===== src/common/nv_wait_defines.svh =====
`ifndef NV_WAIT_DEFINES_SVH
`define NV_WAIT_DEFINES_SVH

// Register byte addresses on the APB bus
`define ADDR_FLASH_BANK_WAIT  12'h000
`define ADDR_OTP_WAIT         12'h004
`define ADDR_ACCESS_STATUS    12'h008

// Field positions
`define PAGED_LSB             8
`define PAGED_MSB             11
`define RANDOM_LSB            0
`define RANDOM_MSB            3
`define OTP_LSB               0
`define OTP_MSB               4

// Reset values
`define PAGED_RESET           4'hF
`define RANDOM_RESET          4'hF
`define OTP_RESET             5'h1F

// Status register bits
`define BUSY_BIT              0
`define BLOCKED_BIT           1

// Timing counts
`define WAIT_LAST             5'h01

`endif


===== src/common/nv_wait_pkg.sv =====
package nv_wait_pkg;

  typedef enum logic [1:0] {
    ARR_FLASH_PAGED  = 2'h0,
    ARR_FLASH_RANDOM = 2'h1,
    ARR_OTP          = 2'h2
  } array_sel_e;

  typedef struct packed {
    logic       valid;
    array_sel_e sel;
    logic       secure_block;
  } fetch_req_s;

  typedef struct packed {
    logic        ready;
    logic        zeroed;
    logic [15:0] data;
  } fetch_rsp_s;

  typedef enum logic [1:0] {
    ST_IDLE = 2'b01,
    ST_WAIT = 2'b10
  } acc_state_e;

endpackage


===== src/verilog/nv_wait_ctrl.sv =====
// Function
// - Paged flash read wait count comes from bits 11..8 of flash wait register.
// - Paged value 0 gives one clock; each step adds one; reset all ones.
// - Random flash read wait count comes from bits 3..0 of flash wait register.
// - Random value N gives N plus one clocks; reset all ones, sixteen clocks.
// - Paged above random is neither checked nor corrected; fields used as written.
// - OTP read wait count comes from bits 4..0 of OTP wait register.
// - OTP reads have no paged mode; one OTP setting for every access.
// - OTP value N gives N plus one clocks, up to thirty-two clocks.
// - The same fields govern mask ROM blocks that replace flash or OTP.
// - Both wait registers accept writes only while write unlock is active.
// - Both wait registers are guarded by code security; software follows change procedure.
// - Secured unauthorized reads return zero without stalling.
`timescale 1ns/10ps
`default_nettype none
`include "nv_wait_defines.svh"

module nv_wait_ctrl (
  input  wire logic                    core_clk,
  input  wire logic                    reset,
  input  wire logic                    clk_en,
  input  wire logic                    psel,
  input  wire logic                    penable,
  input  wire logic                    pwrite,
  input  wire logic [11:0]             paddr,
  input  wire logic [31:0]             pwdata,
  output logic      [31:0]             prdata,
  output logic                         pready,
  output logic                         pslverr,
  input  wire logic                    protected_write_unlock,
  input  wire logic                    regs_secured,
  input  wire nv_wait_pkg::fetch_req_s fetch_req,
  input  wire logic [15:0]             array_rdata,
  output nv_wait_pkg::fetch_rsp_s      fetch_rsp,
  output logic                         array_strobe
);

  // Register group
  logic [3:0]  paged_q;
  logic [3:0]  paged_d;
  logic [3:0]  random_q;
  logic [3:0]  random_d;
  logic [4:0]  otp_q;
  logic [4:0]  otp_d;
  logic [31:0] prdata_q;
  logic [31:0] prdata_d;
  logic        pready_q;
  logic        pready_d;
  logic        pslverr_q;
  logic        pslverr_d;
  logic        blocked_wr_q;
  logic        blocked_wr_d;

  // Access group
  nv_wait_pkg::acc_state_e state_q;
  nv_wait_pkg::acc_state_e state_d;
  logic [4:0]              cnt_q;
  logic [4:0]              cnt_d;
  nv_wait_pkg::fetch_rsp_s rsp_q;
  nv_wait_pkg::fetch_rsp_s rsp_d;
  logic                    strobe_q;
  logic                    strobe_d;

  // Bus decode
  logic        setup;
  logic        commit;
  logic        hit_bank;
  logic        hit_otp;
  logic        hit_status;
  logic        hit_any;
  logic        wr_ok;
  logic        wr_bank;
  logic        wr_otp;
  logic        wr_blocked;
  logic        clr_blocked;

  // Read side
  logic        busy;
  logic [31:0] bank_mask;
  logic [31:0] otp_mask;
  logic [31:0] bank_word;
  logic [31:0] otp_word;
  logic [31:0] status_word;
  logic [31:0] rd_word;

  // Read data is staged at setup so it stands through the whole access phase
  assign setup      = psel && !penable && !pready_q;
  // Writes land only at the edge that ends the access phase
  assign commit     = psel && penable && pready_q && pwrite;
  assign hit_bank   = (paddr == `ADDR_FLASH_BANK_WAIT);
  assign hit_otp    = (paddr == `ADDR_OTP_WAIT);
  assign hit_status = (paddr == `ADDR_ACCESS_STATUS);
  assign hit_any    = hit_bank || hit_otp || hit_status;

  // Secured or locked registers drop writes and set the blocked status bit
  assign wr_ok       = protected_write_unlock && !regs_secured;
  assign wr_bank     = commit && hit_bank && wr_ok;
  assign wr_otp      = commit && hit_otp && wr_ok;
  assign wr_blocked  = commit && (hit_bank || hit_otp) && !wr_ok;
  assign clr_blocked = commit && hit_status && pwdata[`BLOCKED_BIT];
  assign busy        = (state_q == nv_wait_pkg::ST_WAIT);

  // Reserved bits are cut per bit, so they read zero whatever a field holds
  for (genvar i = 0; i < 32; i++) begin : g_mask
    assign bank_mask[i] = ((i >= `PAGED_LSB) && (i <= `PAGED_MSB)) ||
                          ((i >= `RANDOM_LSB) && (i <= `RANDOM_MSB));
    assign otp_mask[i]  = (i >= `OTP_LSB) && (i <= `OTP_MSB);
  end

  always_comb begin
    bank_word                          = 32'h0000_0000;
    bank_word[`PAGED_MSB:`PAGED_LSB]   = paged_q;
    bank_word[`RANDOM_MSB:`RANDOM_LSB] = random_q;
    bank_word                          = bank_word & bank_mask;
  end

  always_comb begin
    otp_word                    = 32'h0000_0000;
    otp_word[`OTP_MSB:`OTP_LSB] = otp_q;
    otp_word                    = otp_word & otp_mask;
  end

  // Status stays readable while secured so software can see a blocked write
  always_comb begin
    status_word               = 32'h0000_0000;
    status_word[`BUSY_BIT]    = busy;
    status_word[`BLOCKED_BIT] = blocked_wr_q;
  end

  // Secured wait registers read zero
  always_comb begin
    rd_word = 32'h0000_0000;
    if (!pwrite) begin
      if (hit_bank) begin
        if (!regs_secured) begin
          rd_word = bank_word;
        end
      end else if (hit_otp) begin
        if (!regs_secured) begin
          rd_word = otp_word;
        end
      end else if (hit_status) begin
        rd_word = status_word;
      end
    end
  end

  always_comb begin
    paged_d      = paged_q;
    random_d     = random_q;
    otp_d        = otp_q;
    prdata_d     = prdata_q;
    pready_d     = 1'b0;
    pslverr_d    = 1'b0;
    blocked_wr_d = blocked_wr_q;
    // Zero wait states: the answer stands in the cycle after setup
    if (setup) begin
      pready_d  = 1'b1;
      prdata_d  = rd_word;
      pslverr_d = !hit_any;
    end
    if (wr_bank) begin
      // No cross check between fields
      paged_d  = pwdata[`PAGED_MSB:`PAGED_LSB];
      random_d = pwdata[`RANDOM_MSB:`RANDOM_LSB];
    end
    if (wr_otp) begin
      otp_d = pwdata[`OTP_MSB:`OTP_LSB];
    end
    // Set comes after clear so a blocked write is never lost
    if (clr_blocked) begin
      blocked_wr_d = 1'b0;
    end
    if (wr_blocked) begin
      blocked_wr_d = 1'b1;
    end
  end

  // Low clk_en freezes every register, the bus answer included
  always_ff @(posedge core_clk) begin
    if (reset) begin
      paged_q      <= `PAGED_RESET;
      random_q     <= `RANDOM_RESET;
      otp_q        <= `OTP_RESET;
      prdata_q     <= 32'h0000_0000;
      pready_q     <= 1'b0;
      pslverr_q    <= 1'b0;
      blocked_wr_q <= 1'b0;
    end else if (clk_en) begin
      paged_q      <= paged_d;
      random_q     <= random_d;
      otp_q        <= otp_d;
      prdata_q     <= prdata_d;
      pready_q     <= pready_d;
      pslverr_q    <= pslverr_d;
      blocked_wr_q <= blocked_wr_d;
    end
  end

  assign prdata  = prdata_q;
  assign pready  = pready_q;
  assign pslverr = pslverr_q;

  // Wait count selected per array; ROM replacements use the same fields
  logic [4:0] wait_sel;
  always_comb begin
    wait_sel = otp_q;
    case (fetch_req.sel)
      nv_wait_pkg::ARR_FLASH_PAGED: begin
        wait_sel = {1'b0, paged_q};
      end
      nv_wait_pkg::ARR_FLASH_RANDOM: begin
        wait_sel = {1'b0, random_q};
      end
      nv_wait_pkg::ARR_OTP: begin
        wait_sel = otp_q;
      end
      default: begin
        wait_sel = otp_q;
      end
    endcase
  end

  // Fetch decode
  logic take;
  logic take_blocked;
  logic take_array;
  logic no_wait;
  logic expire;
  // A request still up while its answer shows is the one just served
  assign take         = fetch_req.valid && !rsp_q.ready;
  assign take_blocked = take && fetch_req.secure_block;
  assign take_array   = take && !fetch_req.secure_block;
  assign no_wait      = (wait_sel == 5'h00);
  assign expire       = (cnt_q == `WAIT_LAST);

  always_comb begin
    state_d      = state_q;
    cnt_d        = cnt_q;
    rsp_d.ready  = 1'b0;
    rsp_d.zeroed = 1'b0;
    rsp_d.data   = 16'h0000;
    strobe_d     = 1'b0;
    case (state_q)
      nv_wait_pkg::ST_IDLE: begin
        if (take_blocked) begin
          // Blocked read answers at once with zero, no stall
          rsp_d.ready  = 1'b1;
          rsp_d.zeroed = 1'b1;
        end else if (take_array) begin
          strobe_d = 1'b1;
          if (no_wait) begin
            // Zero waits answer from idle: one clock in all
            rsp_d.ready = 1'b1;
            rsp_d.data  = array_rdata;
          end else begin
            cnt_d   = wait_sel;
            state_d = nv_wait_pkg::ST_WAIT;
          end
        end
      end

      nv_wait_pkg::ST_WAIT: begin
        // A zero random or OTP value is not refused; it acts as one clock
        if (expire) begin
          rsp_d.ready = 1'b1;
          rsp_d.data  = array_rdata;
          state_d     = nv_wait_pkg::ST_IDLE;
        end
        // Counting down keeps the end test on a fixed value
        cnt_d = cnt_q - 5'h01;
      end

      default: begin
        state_d = nv_wait_pkg::ST_IDLE;
      end
    endcase
  end

  always_ff @(posedge core_clk) begin
    if (reset) begin
      state_q  <= nv_wait_pkg::ST_IDLE;
      cnt_q    <= 5'h00;
      rsp_q    <= '0;
      strobe_q <= 1'b0;
    end else if (clk_en) begin
      state_q  <= state_d;
      cnt_q    <= cnt_d;
      rsp_q    <= rsp_d;
      strobe_q <= strobe_d;
    end
  end

  assign fetch_rsp    = rsp_q;
  assign array_strobe = strobe_q;

endmodule
`default_nettype wire

===== config.mk =====
export PLATFORM = sky130hd
export DESIGN_NAME = nv_wait_ctrl
export DESIGN_NICKNAME = d
export VERILOG_FILES = /design/src/common/nv_wait_pkg.sv /design/src/verilog/nv_wait_ctrl.sv
export VERILOG_INCLUDE_DIRS = /design/src /design/src/common
export SDC_FILE = /design/constraint.sdc
export NUM_CORES = 1
export LEC_CHECK = 0
export ABC_AREA = 1
export BUFFER_PORTS_ARGS = -buffer_cell sky130_fd_sc_hd__buf_2
export CORE_AREA = 10 10 110 82
export CTS_CLUSTER_SIZE = 16
export DETAILED_ROUTE_END_ITERATION = 8
export DIE_AREA = 0 0 120 92
export GPL_TIMING_DRIVEN = 0
export PLACE_DENSITY_LB_ADDON = 0.2
export REMOVE_ABC_BUFFERS = 1
export SLEW_MARGIN = 20
export SYNTH_ARGS = -nofsm -noshare
export SYNTH_HDL_FRONTEND = slang
export SYNTH_SLANG_ARGS = --single-unit
export TNS_END_PERCENT = 1

===== constraint.sdc =====
create_clock -name core_clk -period 1.75 [get_ports core_clk]
set_clock_uncertainty 0.1 [all_clocks]
set_input_delay 0.0875 -clock core_clk [delete_from_list [all_inputs] [get_ports core_clk]]
set_output_delay 0.0875 -clock core_clk [all_outputs]
set_load 0.05 [all_outputs]

## Word level (Yosys, flattened, before mapping)

Index checks and enable logic that the tools add are counted.

- Flip-flop bits (word level): 74
- Input port bits: 72
- Output and inout port bits: 53
- Logic and storage cells: 96

- Add/sub/neg operators: 1
- Equal/unequal tests: 10
- Muxes and demuxes: 35
- Reductions and logical operators: 37

Operators by type and width:

| cell | count |
|---|---|
| 32-bit 2-to-1 mux | 3 |
| 16-bit 2-to-1 mux | 4 |
| 16-bit case mux with 2 select lines | 1 |
| 5-bit 2-to-1 mux | 4 |
| 5-bit case mux with 2 select lines | 2 |
| 1-bit logical AND | 17 |
| 1-bit 2-to-1 mux | 13 |
| 12-bit by 3-bit equality test with 1-bit output (second input constant) | 1 |
| 12-bit by 4-bit equality test with 1-bit output (second input constant) | 1 |
| 12-bit logical NOT | 1 |
| 12-bit 2-to-1 mux | 1 |
| 2-bit 2-to-1 mux | 5 |
| 5-bit AND reduction | 2 |
| 2-bit AND reduction | 4 |
| 1-bit logical NOT | 7 |
| 2-bit != test (second input constant) | 3 |
| 5-bit by 1-bit equality test with 1-bit output (second input constant) | 1 |
| 5-bit logical NOT | 1 |
| 5-bit by 1-bit subtractor with 5-bit output (second input constant) | 1 |
| 2-bit by 1-bit equality test with 1-bit output (second input constant) | 2 |
| 2-bit case mux with 2 select lines | 1 |
| 2-bit nonzero test | 2 |
| 2-bit equality test (second input constant) | 1 |
| 2-bit logical NOT | 1 |
| other kinds (3) | 4 |

## Logic depth before layout (Yosys ltp)

- Depth in word-level cells: 7
- Gate-level depth with buffers: 10
- Depth with buffers taken out: 10

## Worst setup path before layout

No wires, ideal clock.

- Path kind: flip-flop to flip-flop
- From: register pready_q, in the netlist pready
- To: register random_q[2]
- Setup time: 0.138 ns
- Arrival: 1.484 ns
- Data required time: 1.512 ns
- Path slack: 0.028 ns
- Cell stages (with the launch flop): 7
- Buffers on the path: 1
- Clock period less this slack: 1.722 ns
- Cell sequence: dfxtp_1 -> nand4_1 -> nor2_2 -> nand2_1 -> buf_2 -> nand2_1 -> o211ai_1

- Cells in the longest elaborated chain, start to end: 5

RTL lines:

| what | RTL line | text |
|---|---|---|
| start: declaration | nv_wait_ctrl.sv:47 | `logic pready_q;` |
| start signal: assignment | nv_wait_ctrl.sv:194 | `pready_q <= pready_d;` |
| 1-bit logical AND (2 in series) | nv_wait_ctrl.sv:89 | `assign commit = psel && penable && pready_q && pwrite;` |
| 1-bit logical AND (2 in series) | nv_wait_ctrl.sv:97 | `assign wr_bank = commit && hit_bank && wr_ok;` |
| 2-bit AND reduction (no line) | n/a |  |
| end signal: assignment | nv_wait_ctrl.sv:183 | `` random_q <= `RANDOM_RESET; `` |
| end signal: assignment | nv_wait_ctrl.sv:191 | `random_q <= random_d;` |
| end: declaration | nv_wait_ctrl.sv:41 | `logic [3:0] random_q;` |

No other way between the ends.
A chain may end at the register's enable or synchronous reset.

## Worst setup path in the final report

- From: register state_q[0]
- To: register cnt_q[1]

- Cells in the longest elaborated chain, start to end: 3
- Elaborated cells on any way between the ends: 8
- Those cells by class: eq/ne: 5; mux: 1; reduce/logical: 2

RTL lines:

| what | RTL line | text |
|---|---|---|
| start: declaration | nv_wait_ctrl.sv:55 | `nv_wait_pkg::acc_state_e state_q;` |
| start signal: assignment | nv_wait_ctrl.sv:282 | `state_q <= nv_wait_pkg::ST_IDLE;` |
| start signal: assignment | nv_wait_ctrl.sv:287 | `state_q <= state_d;` |
| 2-bit by 1-bit equality test with 1-bit output or 2-bit equality test (tied branches) | nv_wait_ctrl.sv:244 | `case (state_q)` |
| 2-bit != test (no line) or 2-bit nonzero test (tied branches) | n/a |  |
| 5-bit AND reduction (no line) | n/a |  |
| end signal: assignment | nv_wait_ctrl.sv:288 | `cnt_q <= cnt_d;` |
| end: declaration | nv_wait_ctrl.sv:57 | `logic [4:0] cnt_q;` |

Several ways; a longest one is shown, not always the timed one.

==> metrics.yaml <==
pwr:
  power_density_nw_per_um2: 752
  leakagePower_uw: 0.00161
  ir_drop_uv: 343
  finalPower_uw: 2600
grt:
  antenna_found_initial: 0
  grt_overflow_total: 0
  number_of_global_route_vias_before_repair: 2634
  grt.total_usage: 0.132
  first_pass_grt_wire_length_mm: 12.3
  pin_count_of_the_biggest_net_entering_global_routing: 32
worst_setup_path:
  setup.worst_path.class: "reg2reg"
  path_max_fanout: 7
  required_ns: 1.85
  worstPathArrival_ns: 1.75
  setup.worst_path.start_class: "flip-flop"
  endpoint_kind: "flip-flop"
clock_tree:
  h-tree-depth: 2
  path_clk_slew_ns: 0.10
  cts_num_sinks: 51
  tritoncts: "yes"
  cts_root_buffer: "clkbuf_8"
  clock_path_buffers: 2
  clkLatencyLatePin_ns: 0.30
  cts_inserted_buffers: 5
logic_synthesis:
  ys_seq_area_frac: 0.378
  yosysUniqueCellTypes: 34
  synth_enable_flop_cells: 0
  asyncSetResetFlopFracSynth: 0
  ys_seq_elements: 51
  synthesis.area_per_instance_um2: 7.69
  synthesis.area_um2: 2700
  top_ff_cell_synth: "dfxtp_1"
  total_number_of_yosys_warnings: 0
  syn_inst: 351
run:
  drv_cap: 0
floorplan:
  die_y_um: 92
  row_count: 26
  design.portCount: 125
  design.core.area_um2: 7060
  initial_utilization: 0.382
  die_x_um: 120
  area_enclosed_by_the_die_boundary_um2: 11000
sta:
  finalHoldViolCount: 0
  postLayoutSetupSlackWorst_ns: 0.105
  finalWorstPathRequiredPeriod_ns: 1.65
  worst_slew_margin_rel: 0.455
  aggregate_negative_setup_slack_ns: 0
  finalCritPeriodShare: 0.940
  peak_clock_frequency_supported_by_timing_mhz: 608
  tightest_slew_ns: 0.817
  setup_viol: 0
  unrepaired_setup_endpoints_after_global_routing: "yes"
  final.hold.worst_slack_ns: 0.00729
  report.final.slew_viol_count: 0
detailed_routing:
  drc_errors: 0
  routed_wl_mm: 7.53
  drtAntennaViolNets: 0
  dr.pass1.iters: 4
  dr.first_iter.drc_count: 108
  route.detailed.vias_per_inst: 4.72
  post_drt_wl_per_cell_um: 13.7
  dr_total_vias: 2598
layout:
  final_layout_fill_cell_count: 704
  post-route-cell-area_um2: 3460
  ff_latch_area_um2: 1020
  antenna_cells_inserted: 0
  area.growth.synth_to_final_pct: 28.3
  nets: 527
  mostFrequentLayoutCells: "nand2_1, buf_2, dfxtp_1"
  layout_commonest_cell: "nand2_1"
  post_route_cells_drive_above_1_share: 0.299
  multiInputGateArea_um2: 1450
status:
  run_status: "finished, final reports clean"
placed_design:
  place_area_um2: 3060
  dp_slack_ns: -0.227
  place_congestion: 0.798
  place.port_buffers: 78
  place_hpwl_mm: 5.58
min_path:
  hold_path_class: "in2reg"
==> routing by layer <==
metal / vias to the layer above / track usage / routed length (um)
met1: 1194 / 0.167 / 3620
met4: 0 / 0.0240 / 27
li1: 1323 / - / -
met3: 4 / 0.0453 / 445
met2: 77 / 0.217 / 3440
met5: - / 0 / 0
==> sequential cells by signal, summed over array words and instances (netlist names) <==
register      cells
fetch_rsp        18
prdata            9
cnt_q             5
otp_q             5
paged_q           4
random_q          4
state_q           2
array_strobe      1
blocked_wr_q      1
pready            1
pslverr           1
==> what timing repair did <==
| action | CTS | global route |
|---|---|---|
| setup buffers | 1 | 0 |
| hold buffers | 25 | 0 |
| gates resized for setup | 1 | 8 |
| endpoints found under the setup margin | 6 | 31 |
| hold endpoints to repair | 29 | 0 |
| pin swaps | 1 | 0 |
==> worst paths after layout <==
check                                                from                    endpoint  slack (ns)  cells after the start
worst max-delay path              state_q[0]$_SDFFE_PP1P_       cnt_q[1]$_SDFFE_PP0P_        0.10                      7
worst min-delay path                         fetch_req[0]  fetch_rsp[16]$_SDFFE_PP0P_       0.007                      3
worst max register to register    state_q[0]$_SDFFE_PP1P_       cnt_q[1]$_SDFFE_PP0P_        0.10                      7
worst min register to register  fetch_rsp[4]$_SDFFE_PP0P_   fetch_rsp[4]$_SDFFE_PP0P_        0.37                      2
==> cell usage after synthesis, types with 4 or more instances <==
cell | n | area [um2]
nor2_4 | 4 | 45.0
nand3_1 | 35 | 175
a21oi_2 | 10 | 87.6
o21ai_1 | 4 | 20.0
ha_1 | 4 | 50.1
buf_4 | 23 | 173
dfxtp_1 | 51 | 1020
a21oi_1 | 27 | 135
o211ai_1 | 8 | 60.1
inv_1 | 25 | 93.8
nor2_1 | 13 | 48.8
o21ai_0 | 9 | 45.0
clkbuf_1 | 6 | 22.5
nand4_1 | 4 | 25.0
nand2_1 | 88 | 330
nand3_2 | 17 | 170
==> power breakdown <==
group	leakage [uW]	switching, uW	internal, uW
combinational	0.00114	388	178
sequential	0.000413	17.8	1190
clock	0.0000581	402	426
==> kinds of logic after synthesis <==
family,count (synthesis),share of synthesized area
AND/OR/NAND/NOR,171,0.332
flip-flops,51,0.378
buffers and inverters,61,0.127
other,1,0.00139
adder cells (fa/ha/maj),4,0.0186
AO/OA/AOI/OAI,63,0.143
==> cell type report <==
| type | count | area share |
|---|---|---|
| timing repair buffer | 104 | 0.187 |
| clock buffer | 5 | 0.0199 |
| inverter | 28 | 0.0304 |
| clock inverter | 3 | 0.0126 |
| multi-input combinational | 261 | 0.420 |
| tap | 98 | 0.0354 |
| sequential | 51 | 0.295 |
==> through the flow <==
step / util / cells
after global routing: 0.490 / 550
after detailed placement: 0.433 / 516
after floorplan: - / 340
final: 0.490 / 550
after global placement: 0.433 / 516
after CTS: 0.485 / 550
==> worst max-delay path: stages, from the launching register on <==
cell and delay, ns:
dfxtp_1 0.36, inv_1 0.07, ha_2 0.32, nor2_8 0.09, a21boi_2 0.29, nand2_4 0.11
o21ai_1 0.13, a21oi_1 0.06
No activity file was read; power rests on OpenSTA's default activity.
